--- config.mk ---
export PLATFORM = sky130hd
export DESIGN_NAME = psam_top
export DESIGN_NICKNAME = d
export VERILOG_FILES = /design/src/verilog/psam_div.v /design/src/verilog/psam_evcnt.v /design/src/verilog/psam_top.v
export VERILOG_INCLUDE_DIRS = /design/src /design/src/verilog
export SDC_FILE = /design/constraint.sdc
export NUM_CORES = 1
export LEC_CHECK = 0
export ABC_AREA = 0
export BUFFER_PORTS_ARGS = -buffer_cell sky130_fd_sc_hd__clkbuf_2
export CAP_MARGIN = 20
export CELL_PAD_IN_SITES_DETAIL_PLACEMENT = 1
export CELL_PAD_IN_SITES_GLOBAL_PLACEMENT = 2
export CORE_MARGIN = 2
export CORE_UTILIZATION = 40
export CTS_BUF_LIST = sky130_fd_sc_hd__clkbuf_4 sky130_fd_sc_hd__clkbuf_8
export CTS_CLUSTER_DIAMETER = 80
export DETAILED_ROUTE_END_ITERATION = 7
export GPL_TIMING_DRIVEN = 0
export HOLD_SLACK_MARGIN = 0.1
export PLACE_DENSITY = 0.95
export SLEW_MARGIN = 20
export SYNTH_ARGS = -nofsm -noshare
export SYNTH_HDL_FRONTEND = slang
export SYNTH_SLANG_ARGS = --single-unit
--- constraint.sdc ---
create_clock -name mclk -period 11.99 [get_ports mclk]
set_input_delay 1.199 -clock mclk [delete_from_list [all_inputs] [get_ports mclk]]
set_output_delay 1.199 -clock mclk [all_outputs]
set_load 0.02 [all_outputs]
--- src/verilog/psam_regs.vh ---
// register map, field positions, reset values and timing figures of the absorb monitor
`ifndef PSAM_REGS_VH
`define PSAM_REGS_VH

// register indices; byte address is four times the index
`define PSAM_IDX_CTRL        12'h110
`define PSAM_IDX_ERR_THR     12'h111
`define PSAM_IDX_SLOPE_THR   12'h112
`define PSAM_IDX_END_INTVL   12'h113
`define PSAM_IDX_TIMEOUT     12'h114
`define PSAM_IDX_EVT_COUNT   12'h115
`define PSAM_IDX_PHASE_SUM   12'h116

// control register fields
`define PSAM_CTRL_EN_BIT     0
`define PSAM_CTRL_CNT_RUN    1
`define PSAM_CTRL_SUM_RUN    2
`define PSAM_CTRL_WIDTH      3

// reset values
`define PSAM_RST_CTRL        3'h0
`define PSAM_RST_ERR_THR     8'h23
`define PSAM_RST_SLOPE_THR   8'h70
`define PSAM_RST_END_INTVL   8'h20
`define PSAM_RST_TIMEOUT     8'h64
`define PSAM_RST_EVT_COUNT   8'h00
`define PSAM_RST_PHASE_SUM   24'h000000

// threshold units, phase error is in 1 ns steps
`define PSAM_ERR_UNIT_NS     15'd100
`define PSAM_SLOPE_UNIT_NS   15'd10

// timing: one interval step is 10 ms, slope is judged over 0.1 s
`define PSAM_CLK_PERIOD_NS   4
`define PSAM_STEP_TIME_NS    10000000
`define PSAM_SLOPE_TIME_NS   100000000
`define PSAM_STEP_CYCLES     (`PSAM_STEP_TIME_NS / `PSAM_CLK_PERIOD_NS)
`define PSAM_SLOPE_STEPS     (`PSAM_SLOPE_TIME_NS / `PSAM_STEP_TIME_NS)

// bus answers
`define PSAM_RESP_OKAY       2'h0
`define PSAM_RESP_SLVERR     2'h2

`endif

--- src/verilog/psam_div.v ---
// enable divider: one-cycle pulse every DIV enabled cycles
`timescale 1ns/100ps
`default_nettype none

module psam_div #(
    parameter DIV = 10
) (
    // clock and reset
    input  wire        mclk,
    input  wire        reset,
    // enable in, pulse out
    input  wire        ce,
    output reg         tick_r
);

    reg  [31:0] cnt_r;  // counts enabled cycles

    // count enabled cycles, pulse on the last one of each period
    always @(posedge mclk) begin
        if (reset) begin
            cnt_r  <= 32'h00000000;
            tick_r <= 1'b0;
        end else begin
            tick_r <= 1'b0;
            if (ce) begin
                if (cnt_r >= DIV - 1) begin
                    cnt_r  <= 32'h00000000;
                    tick_r <= 1'b1;
                end else begin
                    cnt_r <= cnt_r + 32'h00000001;
                end
            end
        end
    end

endmodule // psam_div

`default_nettype wire

--- src/verilog/psam_evcnt.v ---
// saturating event counter held at zero while its run bit is low
`timescale 1ns/100ps
`default_nettype none

module psam_evcnt #(
    parameter WIDTH = 8
) (
    // clock and reset
    input  wire             mclk,
    input  wire             reset,
    // control and event
    input  wire             run,
    input  wire             inc,
    output reg  [WIDTH-1:0] cnt_r
);

    // clear while stopped, otherwise count up and stick at all ones
    always @(posedge mclk) begin
        if (reset || !run) begin
            cnt_r <= {WIDTH{1'b0}};
        end else if (inc && (cnt_r != {WIDTH{1'b1}})) begin
            cnt_r <= cnt_r + {{(WIDTH-1){1'b0}}, 1'b1};
        end
    end

endmodule // psam_evcnt

`default_nettype wire

--- src/verilog/psam_top.v ---
// phase-step absorb monitor for loop channel zero, with AXI4-Lite register slave
//
// Register access over AXI4-Lite was decided locally.
`timescale 1ns/100ps
`default_nettype none
`include "psam_regs.vh"

// Operation
// - 8-bit error threshold, above it is transient
// - absorb needs magnitude and slope both exceeded; after a timeout the code checks slope only, not magnitude
// - 8-bit slope threshold, 10ns/0.1s steps, reset 0x70
// - transient ends after quiet end interval
// - timeout: slope still exceeded means no absorb
// - timeout value zero disables timeout
// - absorb count saturates at 255
// - count-run bit low clears counter
// - signed 24-bit absorbed phase sum, 1 ns
// - sum-run bit low clears phase sum
// - feature works only while enable bit high
// - count-run high counts, low holds zero
// - sum-run high measures, low holds zero
module psam_top #(
    parameter STEP_CYCLES = `PSAM_STEP_CYCLES,
    parameter SLOPE_STEPS = `PSAM_SLOPE_STEPS
) (
    // clock and reset
    input  wire        mclk,
    input  wire        reset,
    // phase error samples from the detector, signed ns
    input  wire [23:0] phase_err,
    input  wire        phase_err_valid,
    // absorb result towards the loop
    output reg         absorb_pulse_r,
    output reg  [23:0] absorb_step_r,
    output reg         transient_active_r,
    // axi4-lite write address
    input  wire [11:0] s_axi_awaddr,
    input  wire        s_axi_awvalid,
    output reg         s_axi_awready,
    // axi4-lite write data
    input  wire [31:0] s_axi_wdata,
    input  wire [3:0]  s_axi_wstrb,
    input  wire        s_axi_wvalid,
    output reg         s_axi_wready,
    // axi4-lite write response
    output reg  [1:0]  s_axi_bresp,
    output reg         s_axi_bvalid,
    input  wire        s_axi_bready,
    // axi4-lite read address
    input  wire [11:0] s_axi_araddr,
    input  wire        s_axi_arvalid,
    output reg         s_axi_arready,
    // axi4-lite read data
    output reg  [31:0] s_axi_rdata,
    output reg  [1:0]  s_axi_rresp,
    output reg         s_axi_rvalid,
    input  wire        s_axi_rready
);

    // one-hot states
    localparam [2:0] ST_IDLE   = 3'b001;
    localparam [2:0] ST_TRANS  = 3'b010;
    localparam [2:0] ST_ABSORB = 3'b100;

    // software registers
    reg  [2:0]  ctrl_r;             // run and enable bits
    reg  [7:0]  err_thr_r;          // magnitude threshold, 100 ns units
    reg  [7:0]  slope_thr_r;        // slope threshold, 10 ns per 0.1 s
    reg  [7:0]  end_intvl_r;        // quiet time that ends a transient
    reg  [7:0]  timeout_r;          // give-up time, zero turns it off
    reg  [23:0] phase_sum_r;        // cumulative absorbed phase
    wire [7:0]  evt_count;          // saturating absorb count

    // bus bookkeeping
    reg         aw_hold_r;          // write address captured
    reg         w_hold_r;           // write data captured
    reg  [9:0]  aw_idx_r;           // captured word index
    reg  [31:0] wdata_r;            // captured write data
    reg  [3:0]  wstrb_r;            // captured byte strobes
    reg  [1:0]  rresp_nxt;          // read answer code
    reg  [31:0] rdata_nxt;          // read mux result
    wire        wr_go;              // both halves of a write present
    wire        wr_hit;             // write index is mapped
    wire [9:0]  ar_idx;             // read word index

    // detector state
    reg  [2:0]  state_r;            // one-hot state
    reg  [23:0] err_r;              // latest phase error sample
    reg  [23:0] slope_ref_r;        // sample taken at last slope check
    reg  [23:0] base_r;             // phase error before the transient
    reg  [7:0]  quiet_cnt_r;        // steps since last slope exceedance
    reg  [7:0]  to_cnt_r;           // steps since the transient began
    reg         slope_hit_r;        // slope exceeded during this transient
    reg         slope_now_r;        // last slope check exceeded
    wire        step_tick;          // 10 ms pulse
    wire        slope_tick;         // 0.1 s pulse
    wire        feat_en;            // feature enable
    wire        cnt_run;            // count-run bit
    wire        sum_run;            // sum-run bit

    // magnitude and slope arithmetic
    wire [24:0] err_ext;            // sign-extended error
    wire [24:0] err_abs;            // magnitude of error
    wire [24:0] delta;              // change over one slope window
    wire [24:0] delta_abs;          // magnitude of that change
    wire [14:0] err_lim;            // threshold in ns
    wire [14:0] slope_lim;          // slope threshold in ns per window
    wire        err_over;           // magnitude exceeded
    wire        slope_over;         // slope exceeded
    wire [24:0] step_full;          // absorbed step before trimming
    wire        absorb;             // absorb this cycle

    assign feat_en   = ctrl_r[`PSAM_CTRL_EN_BIT];
    assign cnt_run   = ctrl_r[`PSAM_CTRL_CNT_RUN];
    assign sum_run   = ctrl_r[`PSAM_CTRL_SUM_RUN];

    assign err_ext   = {err_r[23], err_r};
    assign err_abs   = err_r[23] ? (25'd0 - err_ext) : err_ext;
    assign delta     = err_ext - {slope_ref_r[23], slope_ref_r};
    assign delta_abs = delta[24] ? (25'd0 - delta) : delta;
    assign err_lim   = err_thr_r * `PSAM_ERR_UNIT_NS;
    assign slope_lim = slope_thr_r * `PSAM_SLOPE_UNIT_NS;
    assign err_over  = err_abs > {10'd0, err_lim};
    assign slope_over = delta_abs > {10'd0, slope_lim};
    assign step_full = err_ext - {base_r[23], base_r};
    assign absorb    = (state_r == ST_ABSORB);

    // 10 ms step timer, then 0.1 s slope window from it
    psam_div #(
        .DIV (STEP_CYCLES)
    ) u_step_div (
        .mclk   (mclk),
        .reset  (reset),
        .ce     (1'b1),
        .tick_r (step_tick)
    );

    psam_div #(
        .DIV (SLOPE_STEPS)
    ) u_slope_div (
        .mclk   (mclk),
        .reset  (reset),
        .ce     (step_tick),
        .tick_r (slope_tick)
    );

    // absorb counter: run bit low holds it cleared
    psam_evcnt #(
        .WIDTH (8)
    ) u_evcnt (
        .mclk  (mclk),
        .reset (reset),
        .run   (cnt_run),
        .inc   (absorb),
        .cnt_r (evt_count)
    );

    // sample capture and slope reference, once per window
    always @(posedge mclk) begin
        if (reset) begin
            err_r       <= 24'h000000;
            slope_ref_r <= 24'h000000;
            slope_now_r <= 1'b0;
        end else begin
            if (phase_err_valid) begin
                err_r <= phase_err;
            end
            if (slope_tick) begin
                slope_ref_r <= err_r;
                slope_now_r <= slope_over;
            end
        end
    end

    // transient detection and absorb decision
    // a disabled feature drops any transient in flight, so stale counts never absorb
    always @(posedge mclk) begin
        if (reset || !feat_en) begin
            state_r     <= ST_IDLE;
            base_r      <= 24'h000000;
            quiet_cnt_r <= 8'h00;
            to_cnt_r    <= 8'h00;
            slope_hit_r <= 1'b0;
        end else begin
            case (state_r)
                ST_IDLE: begin
                    // error beyond threshold starts a transient
                    if (err_over) begin
                        state_r     <= ST_TRANS;
                        base_r      <= slope_ref_r;
                        quiet_cnt_r <= 8'h00;
                        to_cnt_r    <= 8'h00;
                        slope_hit_r <= 1'b0;
                    end
                end
                ST_TRANS: begin
                    if (slope_tick && slope_over) begin
                        // fresh slope exceedance restarts the quiet time
                        slope_hit_r <= 1'b1;
                        quiet_cnt_r <= 8'h00;
                    end else if (step_tick) begin
                        if (quiet_cnt_r >= end_intvl_r) begin
                            // transient over; slope must have been seen
                            state_r <= (slope_hit_r && err_over) ? ST_ABSORB
                                                                 : ST_IDLE;
                        end else if ((timeout_r != 8'h00) &&
                                     (to_cnt_r >= timeout_r)) begin
                            // timed out: give up while slope still steep
                            state_r <= (slope_hit_r && !slope_now_r) ? ST_ABSORB
                                                                     : ST_IDLE;
                        end
                        quiet_cnt_r <= quiet_cnt_r + 8'h01;
                        if (to_cnt_r != 8'hFF) begin
                            to_cnt_r <= to_cnt_r + 8'h01;
                        end
                    end
                end
                ST_ABSORB: begin
                    // one cycle; count and sum take it together
                    state_r <= ST_IDLE;
                end
                default: begin
                    state_r <= ST_IDLE;
                end
            endcase
        end
    end

    // cumulative phase: wraps as two's complement, range is software's concern
    always @(posedge mclk) begin
        if (reset || !sum_run) begin
            phase_sum_r <= `PSAM_RST_PHASE_SUM;
        end else if (absorb) begin
            phase_sum_r <= phase_sum_r + step_full[23:0];
        end
    end

    // absorb result outputs for the loop
    always @(posedge mclk) begin
        if (reset) begin
            absorb_pulse_r     <= 1'b0;
            absorb_step_r      <= 24'h000000;
            transient_active_r <= 1'b0;
        end else begin
            absorb_pulse_r     <= absorb;
            transient_active_r <= (state_r == ST_TRANS);
            if (absorb) begin
                absorb_step_r <= step_full[23:0];
            end
        end
    end

    // write path: address and data taken in either order
    assign wr_go  = aw_hold_r && w_hold_r && !s_axi_bvalid;
    assign wr_hit = ({2'h0, aw_idx_r} >= `PSAM_IDX_CTRL) &&
                    ({2'h0, aw_idx_r} <= `PSAM_IDX_PHASE_SUM);

    always @(posedge mclk) begin
        if (reset) begin
            aw_hold_r     <= 1'b0;
            w_hold_r      <= 1'b0;
            aw_idx_r      <= 10'h000;
            wdata_r       <= 32'h00000000;
            wstrb_r       <= 4'h0;
            s_axi_awready <= 1'b1;
            s_axi_wready  <= 1'b1;
            s_axi_bvalid  <= 1'b0;
            s_axi_bresp   <= `PSAM_RESP_OKAY;
        end else begin
            if (s_axi_awvalid && s_axi_awready) begin
                aw_hold_r     <= 1'b1;
                aw_idx_r      <= s_axi_awaddr[11:2];
                s_axi_awready <= 1'b0;
            end
            if (s_axi_wvalid && s_axi_wready) begin
                w_hold_r     <= 1'b1;
                wdata_r      <= s_axi_wdata;
                wstrb_r      <= s_axi_wstrb;
                s_axi_wready <= 1'b0;
            end
            if (wr_go) begin
                // unmapped words answer with an error, read-only ones ignore data
                aw_hold_r    <= 1'b0;
                w_hold_r     <= 1'b0;
                s_axi_bvalid <= 1'b1;
                s_axi_bresp  <= wr_hit ? `PSAM_RESP_OKAY : `PSAM_RESP_SLVERR;
            end
            if (s_axi_bvalid && s_axi_bready) begin
                s_axi_bvalid  <= 1'b0;
                s_axi_awready <= 1'b1;
                s_axi_wready  <= 1'b1;
            end
        end
    end

    // register writes, low byte lane only
    always @(posedge mclk) begin
        if (reset) begin
            ctrl_r      <= `PSAM_RST_CTRL;
            err_thr_r   <= `PSAM_RST_ERR_THR;
            slope_thr_r <= `PSAM_RST_SLOPE_THR;
            end_intvl_r <= `PSAM_RST_END_INTVL;
            timeout_r   <= `PSAM_RST_TIMEOUT;
        end else if (wr_go && wstrb_r[0]) begin
            case ({2'h0, aw_idx_r})
                `PSAM_IDX_CTRL:      ctrl_r      <= wdata_r[`PSAM_CTRL_WIDTH-1:0];
                `PSAM_IDX_ERR_THR:   err_thr_r   <= wdata_r[7:0];
                `PSAM_IDX_SLOPE_THR: slope_thr_r <= wdata_r[7:0];
                `PSAM_IDX_END_INTVL: end_intvl_r <= wdata_r[7:0];
                `PSAM_IDX_TIMEOUT:   timeout_r   <= wdata_r[7:0];
                default: begin
                    // read-only and unmapped words keep their value
                    ctrl_r <= ctrl_r;
                end
            endcase
        end
    end

    // read mux; unused upper bits read zero
    assign ar_idx = s_axi_araddr[11:2];

    always @* begin
        rdata_nxt = 32'h00000000;
        rresp_nxt = `PSAM_RESP_OKAY;
        case ({2'h0, ar_idx})
            `PSAM_IDX_CTRL:      rdata_nxt = {29'd0, ctrl_r};
            `PSAM_IDX_ERR_THR:   rdata_nxt = {24'd0, err_thr_r};
            `PSAM_IDX_SLOPE_THR: rdata_nxt = {24'd0, slope_thr_r};
            `PSAM_IDX_END_INTVL: rdata_nxt = {24'd0, end_intvl_r};
            `PSAM_IDX_TIMEOUT:   rdata_nxt = {24'd0, timeout_r};
            `PSAM_IDX_EVT_COUNT: rdata_nxt = {24'd0, evt_count};
            `PSAM_IDX_PHASE_SUM: rdata_nxt = {8'd0, phase_sum_r};
            default: begin
                rresp_nxt = `PSAM_RESP_SLVERR;
            end
        endcase
    end

    // read path: answer one cycle after the address is taken
    always @(posedge mclk) begin
        if (reset) begin
            s_axi_arready <= 1'b1;
            s_axi_rvalid  <= 1'b0;
            s_axi_rdata   <= 32'h00000000;
            s_axi_rresp   <= `PSAM_RESP_OKAY;
        end else begin
            if (s_axi_arvalid && s_axi_arready) begin
                s_axi_arready <= 1'b0;
                s_axi_rvalid  <= 1'b1;
                s_axi_rdata   <= rdata_nxt;
                s_axi_rresp   <= rresp_nxt;
            end else if (s_axi_rvalid && s_axi_rready) begin
                s_axi_rvalid  <= 1'b0;
                s_axi_arready <= 1'b1;
            end
        end
    end

endmodule // psam_top

`default_nettype wire

Word-level counts from Yosys, hierarchy flattened

Cells that the tools add are included.

Register bits after elaboration: 314
Input port bits: 92
Output and inout port bits: 67
Word-level logic and storage cells: 151

Add/sub/neg operators: 10
Multiply operators: 2
Order comparisons: 8
Eq/ne operators: 24
Mux-type cells: 31
Bitwise operators: 1
Reduce and logical (&&, ||, !) cells: 40

Operators with widths:

| operator                                                                               | count |
|---|---|
| 24-bit one-hot mux with 7 select lines                                                 | 1 |
| 10-bit by 9-bit == test with 1-bit output (second input constant)                      | 12 |
| 32-bit by 1-bit adder with 32-bit output (second input constant)                       | 2 |
| 25-bit two-way mux                                                                     | 2 |
| 8-bit two-way mux                                                                      | 6 |
| 32-bit by 22-bit greater-or-equal comparator with 1-bit output (second input constant) | 1 |
| 32-bit by 4-bit greater-or-equal comparator with 1-bit output (second input constant)  | 1 |
| 32-bit two-way mux                                                                     | 1 |
| 8-bit one-hot mux with 2 select lines                                                  | 2 |
| 25-bit by 12-bit greater-than comparator with 1-bit output                             | 1 |
| 25-bit by 15-bit greater-than comparator with 1-bit output                             | 1 |
| 1-bit by 24-bit subtractor with 25-bit output (first input constant)                   | 1 |
| 1-bit by 25-bit subtractor with 25-bit output (first input constant)                   | 1 |
| 24-bit by 24-bit subtractor with 25-bit output                                         | 1 |
| 24-bit adder                                                                           | 1 |
| 8-bit by 1-bit adder with 8-bit output (second input constant)                         | 3 |
| 24-bit subtractor                                                                      | 1 |
| 3-bit two-way mux                                                                      | 7 |
| 8-bit greater-or-equal comparator                                                      | 2 |
| 8-bit != test (second input constant)                                                  | 2 |
| 1-bit logical AND                                                                      | 14 |
| 8-bit by 5-bit multiplier with 13-bit output (second input constant)                   | 1 |
| 2-bit AND reduction                                                                    | 6 |
| 8-bit by 3-bit multiplier with 11-bit output (second input constant)                   | 1 |
| other kinds (23)                                                                       | 45 |

Logic depth before layout (Yosys ltp)

Gate-level depths: netlist of the first run.

Depth in word-level cells: 9
Mapped depth: 27
Mapped depth without buffers: 24

Hierarchy

A second synthesis of the first run with hierarchy kept.

Cells, all modules: 2401
Area, all modules: 19464.9 sq um

Modules (own cells, without submodules):

| module                 | times used | cells each | area each (sq um) | seq. area each (sq um) |
|---|---|---|---|---|
| psam_top               | 1          | 1989       | 15856.5           | 4604.4 |
| psam_div (u_step_div)  | 1          | 189        | 1640.3            | 660.6 |
| psam_div (u_slope_div) | 1          | 177        | 1546.5            | 660.6 |
| psam_evcnt             | 1          | 46         | 421.7             | 160.2 |

Least setup slack after synthesis of the first run

Ideal clock, no wire load.

Path type: register to register
Start point: register err_r[0]
End point: register to_cnt_r[3]
Library setup time: 0.118 ns
Arrival: 5.272 ns
Data required time: 11.872 ns
Path slack: 6.600 ns
Stages on the path, launching flop included: 25
Path buffers: 0
Clock period less this slack: 5.390 ns
Cell sequence: dfxtp_1 inv_1 ha_1 fa_1 nand2b_1 a21oi_2 a2bb2oi_4 o21ai_1 a211oi_1 nor2_1 xnor2_1 ha_1 nor2b_1 o21a_1 o21ai_0 a21oi_1 o21ai_0 a21oi_1 a2111oi_0 o21ai_1 nor4_1 nand4_1 o21a_1 or4_1 mux2i_1

Longest elaborated chain between the ends: 7
Elaborated cells between the ends (all ways): 11
Classes of those cells: add/sub: 3; order compare: 2; eq/ne: 2; mux: 2; reduce/logical: 2

Ends and longest elaborated chain:

| what                                                       | RTL line       | text |
|---|---|---|
| from (decl)                                                | psam_top.v:88  | `reg [23:0] err_r;` |
| from (signal assigned)                                     | psam_top.v:166 | `err_r <= phase_err;` |
| 24-bit by 24-bit subtractor with 25-bit output             | psam_top.v:119 | `assign delta = err_ext - {slope_ref_r[23], slope_ref_r};` |
| 1-bit by 25-bit subtractor with 25-bit output              | psam_top.v:120 | `assign delta_abs = delta[24] ? (25'd0 - delta) : delta;` |
| 25-bit two-way mux                                         | psam_top.v:120 |  |
| 25-bit by 12-bit greater-than comparator with 1-bit output | psam_top.v:124 | `assign slope_over = delta_abs > {10'd0, slope_lim};` |
| 1-bit logical AND                                          | psam_top.v:197 | `if (slope_tick && slope_over) begin` |
| 2-bit != test (no line)                                    | -              |  |
| 5-bit AND reduction (no line) (*)                          | -              |  |
| to (signal assigned)                                       | psam_top.v:214 | `to_cnt_r <= to_cnt_r + 8'h01;` |
| to (decl)                                                  | psam_top.v:92  | `reg [7:0] to_cnt_r;` |

Mark *: on every way between the ends. The rest lies on a longest branch, timed or not.
A chain may end at the register's enable or synchronous reset.

Worst setup path in the final report of the first run

Start point: register err_r[0]
End point: register quiet_cnt_r[3]

Longest elaborated chain between the ends: 7
Elaborated cells between the ends (all ways): 13
Classes of those cells: add/sub: 3; order compare: 2; eq/ne: 2; mux: 4; reduce/logical: 2

Ends and longest elaborated chain:

| what                                                                                           | RTL line       | text |
|---|---|---|
| 24-bit by 24-bit subtractor with 25-bit output                                                 | psam_top.v:119 |  |
| 1-bit by 25-bit subtractor with 25-bit output                                                  | psam_top.v:120 |  |
| 25-bit two-way mux                                                                             | psam_top.v:120 |  |
| 25-bit by 12-bit greater-than comparator with 1-bit output                                     | psam_top.v:124 |  |
| 1-bit logical AND                                                                              | psam_top.v:197 |  |
| 3-bit by 2-bit != test with 1-bit output (no line) / 8-bit two-way mux (equally long branches) | -              |  |
| 3-bit AND reduction (no line) / 8-bit one-hot mux with 2 select lines (equally long branches)  | -              |  |
| to (signal assigned)                                                                           | psam_top.v:212 | `quiet_cnt_r <= quiet_cnt_r + 8'h01;` |
| to (decl)                                                                                      | psam_top.v:91  | `reg [7:0] quiet_cnt_r;` |

Parallel ways exist; a longest one is shown, timed or not.

==> results by group, run 1 <==
Run status
  – Outcome: finished clean

Power and ir drop
  – Comb pwr share: 19.4%
  – Power per cell area: 124 nW/µm²
  – Switch share: 29.7%
  – Clock power frac: 40.5%
  – P_sw: 777 µW
  – Leak pwr: 0.00867 µW
  – Part of the power in registers: 40.1%
  – Worst VDD drop: 0.0703 mV
  – Internal power: 1840 µW

Cells and area
  – Fill cells: 5562
  – Multi-input gate area: 11600 µm²
  – Area growth, synth to finish: 14.1%
  – Non-filler cells, final: 3104
  – Register area: 6090 µm²
  – Nets@finish: 2719
  – Fraction of layout instances using a drive strength above 1: 11.3%

Logic synthesis
  – Most frequent cell after synthesis: nor2_1
  – Flop and latch count out of synthesis: 304
  – Cells after Synth: 2272
  – Dominant synthesized flop cell: dfxtp_1
  – Asr flop ratio synth: 0%
  – Post-synthesis sequential area ratio: 32.9%
  – Top post-synthesis cells by count: nor2_1 (312), dfxtp_1 (304), nand2_1 (236), a21oi_1 (186), ha_1 (160)
  – EDFF count, synth: 0
  – Synth Cell Area: 18500 µm²
  – Yosys warning count: 0
  – Mapped Avg Cell Area: 8.15 µm²
  – Leading area contributor after synthesis: dfxtp_1
  – Netlist cell types: 89
  – Synth area leaders: dfxtp_1 (33%), ha_1 (11%), nor2_1 (6.3%)
  – Share of the synthesized area in the top cell type: 32.9%

Setup path
  – Critical path's slowest cell: a211oi_2
  – CP required: 12.52 ns
  – R2R Setup Slk: 4.97 ns
  – Most frequent CP cell: o21ai_1
  – Setup crit start kind: register
  – Worst EP arrival: 7.55 ns
  – Worst stage delay on the critical path: 0.71 ns
  – Critical path endpoint category: register
  – Crit path max fanout: 10
  – CP Class: reg -> reg

Clock tree
  – CTS tree: yes
  – Post-cts resize count: 0
  – CTS root buffer: clkbuf_8
  – CTS H-tree lvls: 2
  – CTS sink count: 304
  – Clk slew on worst S/H paths: 0.06 ns
  – Num CTS Buffers: 52
  – Post-cts hold buffer count: 0
  – Post-CTS Setup Bufs: 0
  – CTS max path bufs: 3
  – Clock latency at the later pin of the worst-skew pair: 0.62 ns

Timing
  – Slew headroom: 27.9%
  – Unrepaired setup endpoints after global routing: false
  – Worst Skew: 0.0264 ns
  – Final hold viol count: 0
  – Final TNS setup: 0 ns
  – Slew Limit Fails: 0
  – Worst-margin pin slew: 1.08 ns
  – Top achievable clock speed: 0.143 GHz
  – Final Cycle Share: 58.5%
  – Tmin final: 7.02 ns
  – Setup Viol. Count Final: 0

Floorplan
  – Die ar.: 48000 µm²
  – Initial core utilization: 40.6%
  – Height of the die: 219 µm
  – Row count: 78
  – Core area: 45600 µm²
  – Die width: 219 µm
  – Ports: 159

Route
  – DRC Markers: 0
  – Vias after detailed routing: 17193
  – Vias/cell: 5.54
  – Pre-Repair DR Iteration Count: 5
  – Drt total wl: 58600 µm
  – DR iter-0 viols: 830
  – Post-route ant nets: 0
  – Routed len/inst: 18.9 µm

Placed design
  – GP Congestion: 0.914
  – Input/output buffers: 115
  – Post-DP HPWL: 46100 µm
  – Placed cell count: 3006

GRT
  – GRT overflow: 0
  – Total track usage: 24.2%
  – Number of global-route vias before repair: 17670
  – Largest net degree at the start of global routing: 14
  – First-pass GRT wire length: 93000 µm
  – Initial antenna violation count: 2

Run
  – MaxCap Viol Count: 0

Hold path
  – HP Class: reg -> reg
[final cells by class]
class / count / area share, %
clock buffer: 82 / 4.90
timing repair buffer: 115 / 2.72
tap: 600 / 3.55
multi-input combinational: 1757 / 54.9
sequential: 304 / 28.8
antenna: 1 / 0.0118
inverter: 130 / 2.31
buffer: 100 / 2.10
clock inverter: 15 / 0.735
[power groups by stage]
stage / combinational, µW / sequential, µW / clock, µW
finish: 506 / 1050 / 1060
global route: 562 / 1050 / 1120
CTS: 504 / 1050 / 1080
detailed placement: 500 / 1070 / 0
global placement: 480 / 1070 / 0
floorplan: 370 / 1060 / 0
[worst max-delay path: cells and delay by family (launching register included)]
| kind | cells | cell delay (ns) |
|---|---|---|
| buf+inv | 2 | 0.65 |
| simple gates | 6 | 1.21 |
| fa+ha+maj | 3 | 0.99 |
| flops | 1 | 0.52 |
| xor+xnor | 1 | 0.16 |
| compound gates | 13 | 3.34 |
[sequential cells by signal, summed over array words and instances (netlist names), 8 cells and up]
signal	flops
slope_thr_r	8
end_intvl_r	8
aw_idx_r	10
u_slope_div.cnt_r	32
u_step_div.cnt_r	32
u_evcnt.cnt_r	8
wdata_r	8
to_cnt_r	8
err_thr_r	8
slope_ref_r	24
base_r	24
err_r	24
timeout_r	8
s_axi_rdata	24
quiet_cnt_r	8
phase_sum_r	24
absorb_step_r	24
[layout by cell type (no fill, tap or decap), types with 37 or more instances in the layout]
cell type / instances
nor2_1: 312
dfxtp_1: 304
nand2_1: 236
a21oi_1: 186
ha_1: 160
inv_1: 129
clkbuf_2: 116
mux2i_1: 96
xnor2_1: 72
clkbuf_8: 67
o21ai_0: 60
clkbuf_1: 60
xor2_1: 53
nand3_1: 47
a21o_1: 37
nor3_1: 37
[routing by layer]
layer / GRT usage [%] / wire length (µm) / vias to the layer above
met2: 41.5 / 27900 / 327
met5: 0 / 32 / -
met3: 3.53 / 2600 / 105
met4: 8.13 / 1740 / 4
li1: - / - / 8341
met1: 31.2 / 26300 / 8416
[path summary, 6_finish.rpt]
path / startpoint / endpoint / depth (start not counted)
setup / recovery: err_r[0]$_SDFFE_PP0P_ / quiet_cnt_r[3]$_SDFFE_PP0P_ / 25
hold reg to reg: aw_idx_r[3]$_SDFFE_PP0P_ / aw_idx_r[3]$_SDFFE_PP0P_ / 2
hold / removal: aw_idx_r[3]$_SDFFE_PP0P_ / aw_idx_r[3]$_SDFFE_PP0P_ / 2
setup reg to reg: err_r[0]$_SDFFE_PP0P_ / quiet_cnt_r[3]$_SDFFE_PP0P_ / 25
[logic make-up (layout without fill, tap and decap cells)]
kind of cell / Yosys count / count (layout) / synth area share [%]
xor+xnor: 126 / 126 / 6.00
fa+ha+maj: 167 / 167 / 11.6
simple gates: 839 / 839 / 21.1
other cells: 1 / 21 / 0.0202
flops: 304 / 304 / 32.9
mux: 105 / 105 / 5.92
buf+inv: 230 / 442 / 5.03
compound gates: 500 / 500 / 17.5
[metrics by stage]
step / power (µW) / worst slack [ns] / hold WS [ns] / utilization (%) / instance area, µm²
finish: 2610 / 4.97 / 0.454 / 46.3 / 21100
global route: 2740 / 4.41 / 0.482 / 46.3 / 21100
floorplan: 1430 / 6.60 / 0.430 / - / 18600
detailed placement: 1570 / 5.06 / 0.447 / 43.7 / 19900
global placement: 1550 / 4.70 / 0.442 / 43.7 / 19900
CTS: 2630 / 5.02 / 0.456 / 46.3 / 21100
(Power assumes the default switching activity.)
==> run 2, diff against run 1 <==
--- a/config.mk
+++ b/config.mk
@@ -6,19 +6,19 @@
 export SDC_FILE = /design/constraint.sdc
 export NUM_CORES = 1
 export LEC_CHECK = 0
-export ABC_AREA = 0
+export ABC_AREA = 1
 export BUFFER_PORTS_ARGS = -buffer_cell sky130_fd_sc_hd__clkbuf_2
 export CAP_MARGIN = 20
 export CELL_PAD_IN_SITES_DETAIL_PLACEMENT = 1
 export CELL_PAD_IN_SITES_GLOBAL_PLACEMENT = 2
 export CORE_MARGIN = 2
-export CORE_UTILIZATION = 40
+export CORE_UTILIZATION = 35
 export CTS_BUF_LIST = sky130_fd_sc_hd__clkbuf_4 sky130_fd_sc_hd__clkbuf_8
 export CTS_CLUSTER_DIAMETER = 80
 export DETAILED_ROUTE_END_ITERATION = 7
 export GPL_TIMING_DRIVEN = 0
 export HOLD_SLACK_MARGIN = 0.1
-export PLACE_DENSITY = 0.95
+export PLACE_DENSITY = 0.94
 export SLEW_MARGIN = 20
 export SYNTH_ARGS = -nofsm -noshare
 export SYNTH_HDL_FRONTEND = slang
==> constraint.sdc (replaced) <==
create_clock -name mclk -period 6.83 [get_ports mclk]
set_input_delay 0.683 -clock mclk [delete_from_list [all_inputs] [get_ports mclk]]
set_output_delay 0.683 -clock mclk [all_outputs]
set_load 0.02 [all_outputs]
==> results by group, run 2 <==
Logic synthesis
  – Top post-synthesis cells by count: nand2_1 (439), inv_1 (405), dfxtp_1 (304), a21oi_1 (268), nor2_1 (257)
  – Post-synthesis sequential area ratio: 32.8%
  – Synth area leaders: dfxtp_1 (33%), ha_1 (11%), nand2_1 (8.9%)
  – Yosys warning count: 0
  – Share of the synthesized area in the top cell type: 32.8%
  – Leading area contributor after synthesis: dfxtp_1
  – Cells after Synth: 2648
  – Synth Cell Area: 18600 µm²
  – Most frequent cell after synthesis: nand2_1
  – Flop and latch count out of synthesis: 304
  – Mapped Avg Cell Area: 7.01 µm²
  – Dominant synthesized flop cell: dfxtp_1
  – Netlist cell types: 52
  – Asr flop ratio synth: 0%
  – EDFF count, synth: 0

Setup path
  – Most frequent CP cell: nand2_1
  – Worst stage delay on the critical path: 0.55 ns
  – R2R Setup Slk: 1.24 ns
  – Reg-to-reg endpoint: quiet_cnt_r[0]$_SDFFE_PP0P_
  – Crit path max fanout: 10
  – R2r worst-path depth: 37
  – Crit path capture: quiet_cnt_r[0]$_SDFFE_PP0P_
  – Critical path's slowest cell: dfxtp_1
  – Worst EP arrival: 6.13 ns
  – Setup crit start kind: register
  – CP required: 7.37 ns
  – CP Class: reg -> reg
  – Critical Path Start: err_r[1]$_SDFFE_PP0P_
  – FF-to-FF Start: err_r[1]$_SDFFE_PP0P_
  – Critical path endpoint category: register

Power and ir drop
  – Internal power: 3110 µW
  – Part of the power in registers: 41.0%
  – Comb pwr share: 19.9%
  – Leak pwr: 0.00987 µW
  – Switch share: 31.2%
  – P_sw: 1410 µW
  – Clock power frac: 39.1%
  – Worst VDD drop: 0.133 mV
  – Power per cell area: 213 nW/µm²

Clock tree
  – Post-cts hold buffer count: 0
  – Num CTS Buffers: 50
  – Post-CTS Setup Bufs: 0
  – CTS sink count: 304
  – CTS H-tree lvls: 2
  – CTS tree: yes
  – Clk slew on worst S/H paths: 0.06 ns
  – CTS max path bufs: 3
  – Post-cts resize count: 0
  – CTS root buffer: clkbuf_8
  – Clock latency at the later pin of the worst-skew pair: 0.62 ns

Cells and area
  – Util after Layout: 40.3%
  – Fill cells: 6797
  – Non-filler cells, final: 3563
  – Fraction of layout instances using a drive strength above 1: 10.4%
  – Biggest regs: u_slope_div.cnt_r x32, u_step_div.cnt_r x32
  – Commonest non-fill, non-tap cell in the layout: nand2_1
  – Nets@finish: 3095
  – Commonest cells after routing, fill and taps aside: nand2_1 (439), inv_1 (405), dfxtp_1 (304)
  – Area growth, synth to finish: 14.2%

Route
  – DRC Markers: 0
  – Routed len/inst: 17.5 µm
  – Vias after detailed routing: 18020
  – DR iter-0 viols: 839
  – Vias/cell: 5.06
  – Pre-Repair DR Iteration Count: 5
  – Post-route ant nets: 0
  – Drt total wl: 62400 µm

Floorplan
  – Core area: 52600 µm²
  – Initial core utilization: 35.3%
  – Height of the die: 234 µm
  – Ports: 159
  – Die width: 234 µm
  – Row count: 84
  – Die ar.: 54900 µm²

Timing
  – Setup ws final: 1.24 ns
  – Slew headroom: 28.1%
  – Worst Skew: 0.0297 ns
  – Slew Limit Fails: 0
  – Final Cycle Share: 81.9%
  – Final TNS setup: 0 ns
  – Setup Viol. Count Final: 0
  – Worst-margin pin slew: 1.07 ns
  – Final hold viol count: 0
  – Top achievable clock speed: 0.179 GHz
  – Tmin final: 5.59 ns
  – Unrepaired setup endpoints after global routing: false

Placed design
  – GP Congestion: 0.924
  – Post-DP HPWL: 50900 µm
  – Post-Place Setup Slack: 1.25 ns
  – Input/output buffers: 117
  – Placed cell count: 3472

GRT
  – Largest net degree at the start of global routing: 14
  – Initial antenna violation count: 0
  – GRT overflow: 0
  – Number of global-route vias before repair: 18888
  – Total track usage: 22.8%
  – First-pass GRT wire length: 99400 µm

Run
  – MaxCap Viol Count: 0

Hold path
  – Hold Path Depth: 3
  – HP Class: in -> reg

Run status
  – Outcome: finished clean
==> run 2: cell type report <==
class                           count  area, µm²  area share, %
Antenna cell                        1       2.50         0.0118
Buffer                             83        387           1.82
Clock buffer                       84       1010           4.74
Clock inverter                      6       87.6          0.413
Inverter                          425       1600           7.52
Multi-Input combinational cell   1855      10600           50.0
Sequential cell                   304       6090           28.7
Tap cell                          688        861           4.06
Timing Repair Buffer              117        586           2.76
==> run 2: cell families after synthesis <==
logic type      Yosys count  share of synthesized area [%]
compound gates          597                           17.4
xor+xnor                 99                           4.67
fa+ha+maj               167                           11.5
buf+inv                 508                           10.7
flops                   304                           32.8
other cells               1                         0.0202
simple gates            972                           23.0
==> run 2: worst min path at each step <==
stage,startpoint,endpoint,slack [ns]
2_1_floorplan,u_slope_div.cnt_r[19]$_SDFFE_PP0P_,u_slope_div.cnt_r[19]$_SDFFE_PP0P_,0.41
3_3_place_gp,u_slope_div.cnt_r[25]$_SDFFE_PP0P_,u_slope_div.cnt_r[25]$_SDFFE_PP0P_,0.42
3_5_place_dp,u_slope_div.cnt_r[22]$_SDFFE_PP0P_,u_slope_div.cnt_r[22]$_SDFFE_PP0P_,0.43
4_1_cts,phase_err[21],err_r[21]$_SDFFE_PP0P_,0.29
5_1_grt,phase_err[21],err_r[21]$_SDFFE_PP0P_,0.30
6_report,phase_err[21],err_r[21]$_SDFFE_PP0P_,0.31
==> run 2: worst max-delay path: cells and delay by family (launching register included) <==
| kind | cells | cell delay, ns |
|---|---|---|
| buffers and inverters | 5 | 0.85 |
| AO/OA/AOI/OAI | 5 | 0.83 |
| AND/OR/NAND/NOR | 24 | 2.31 |
| adder cells (fa/ha/maj) | 2 | 0.77 |
| XOR/XNOR | 1 | 0.17 |
| flip-flops | 1 | 0.55 |
==> run 2: layer usage <==
metal	vias up	part of all wire [%]	GRT usage (%)
met2	330	48	40.1
met3	97	4.3	2.97
met4	0	3.0	7.39
met5	-	0	0
met1	8551	44	28.6
li1	9042	-	-
==> run 2: per-stage QoR <==
step / total power (µW) / hold slack, ns / cell area [µm²]
2_1_floorplan: 2520 / 0.414 / 18600
3_3_place_gp: 2760 / 0.423 / 20100
3_5_place_dp: 2790 / 0.429 / 20100
4_1_cts: 4560 / 0.288 / 21200
5_1_grt: 4770 / 0.297 / 21200
6_report: 4520 / 0.309 / 21200
==> run 2: power by group through the flow <==
stage	clock network, µW	registers, µW	logic, µW
after floorplan	0	1880	639
after global placement	0	1890	871
after detailed placement	0	1890	900
after CTS	1800	1850	906
after global routing	1890	1850	1030
final	1770	1850	902
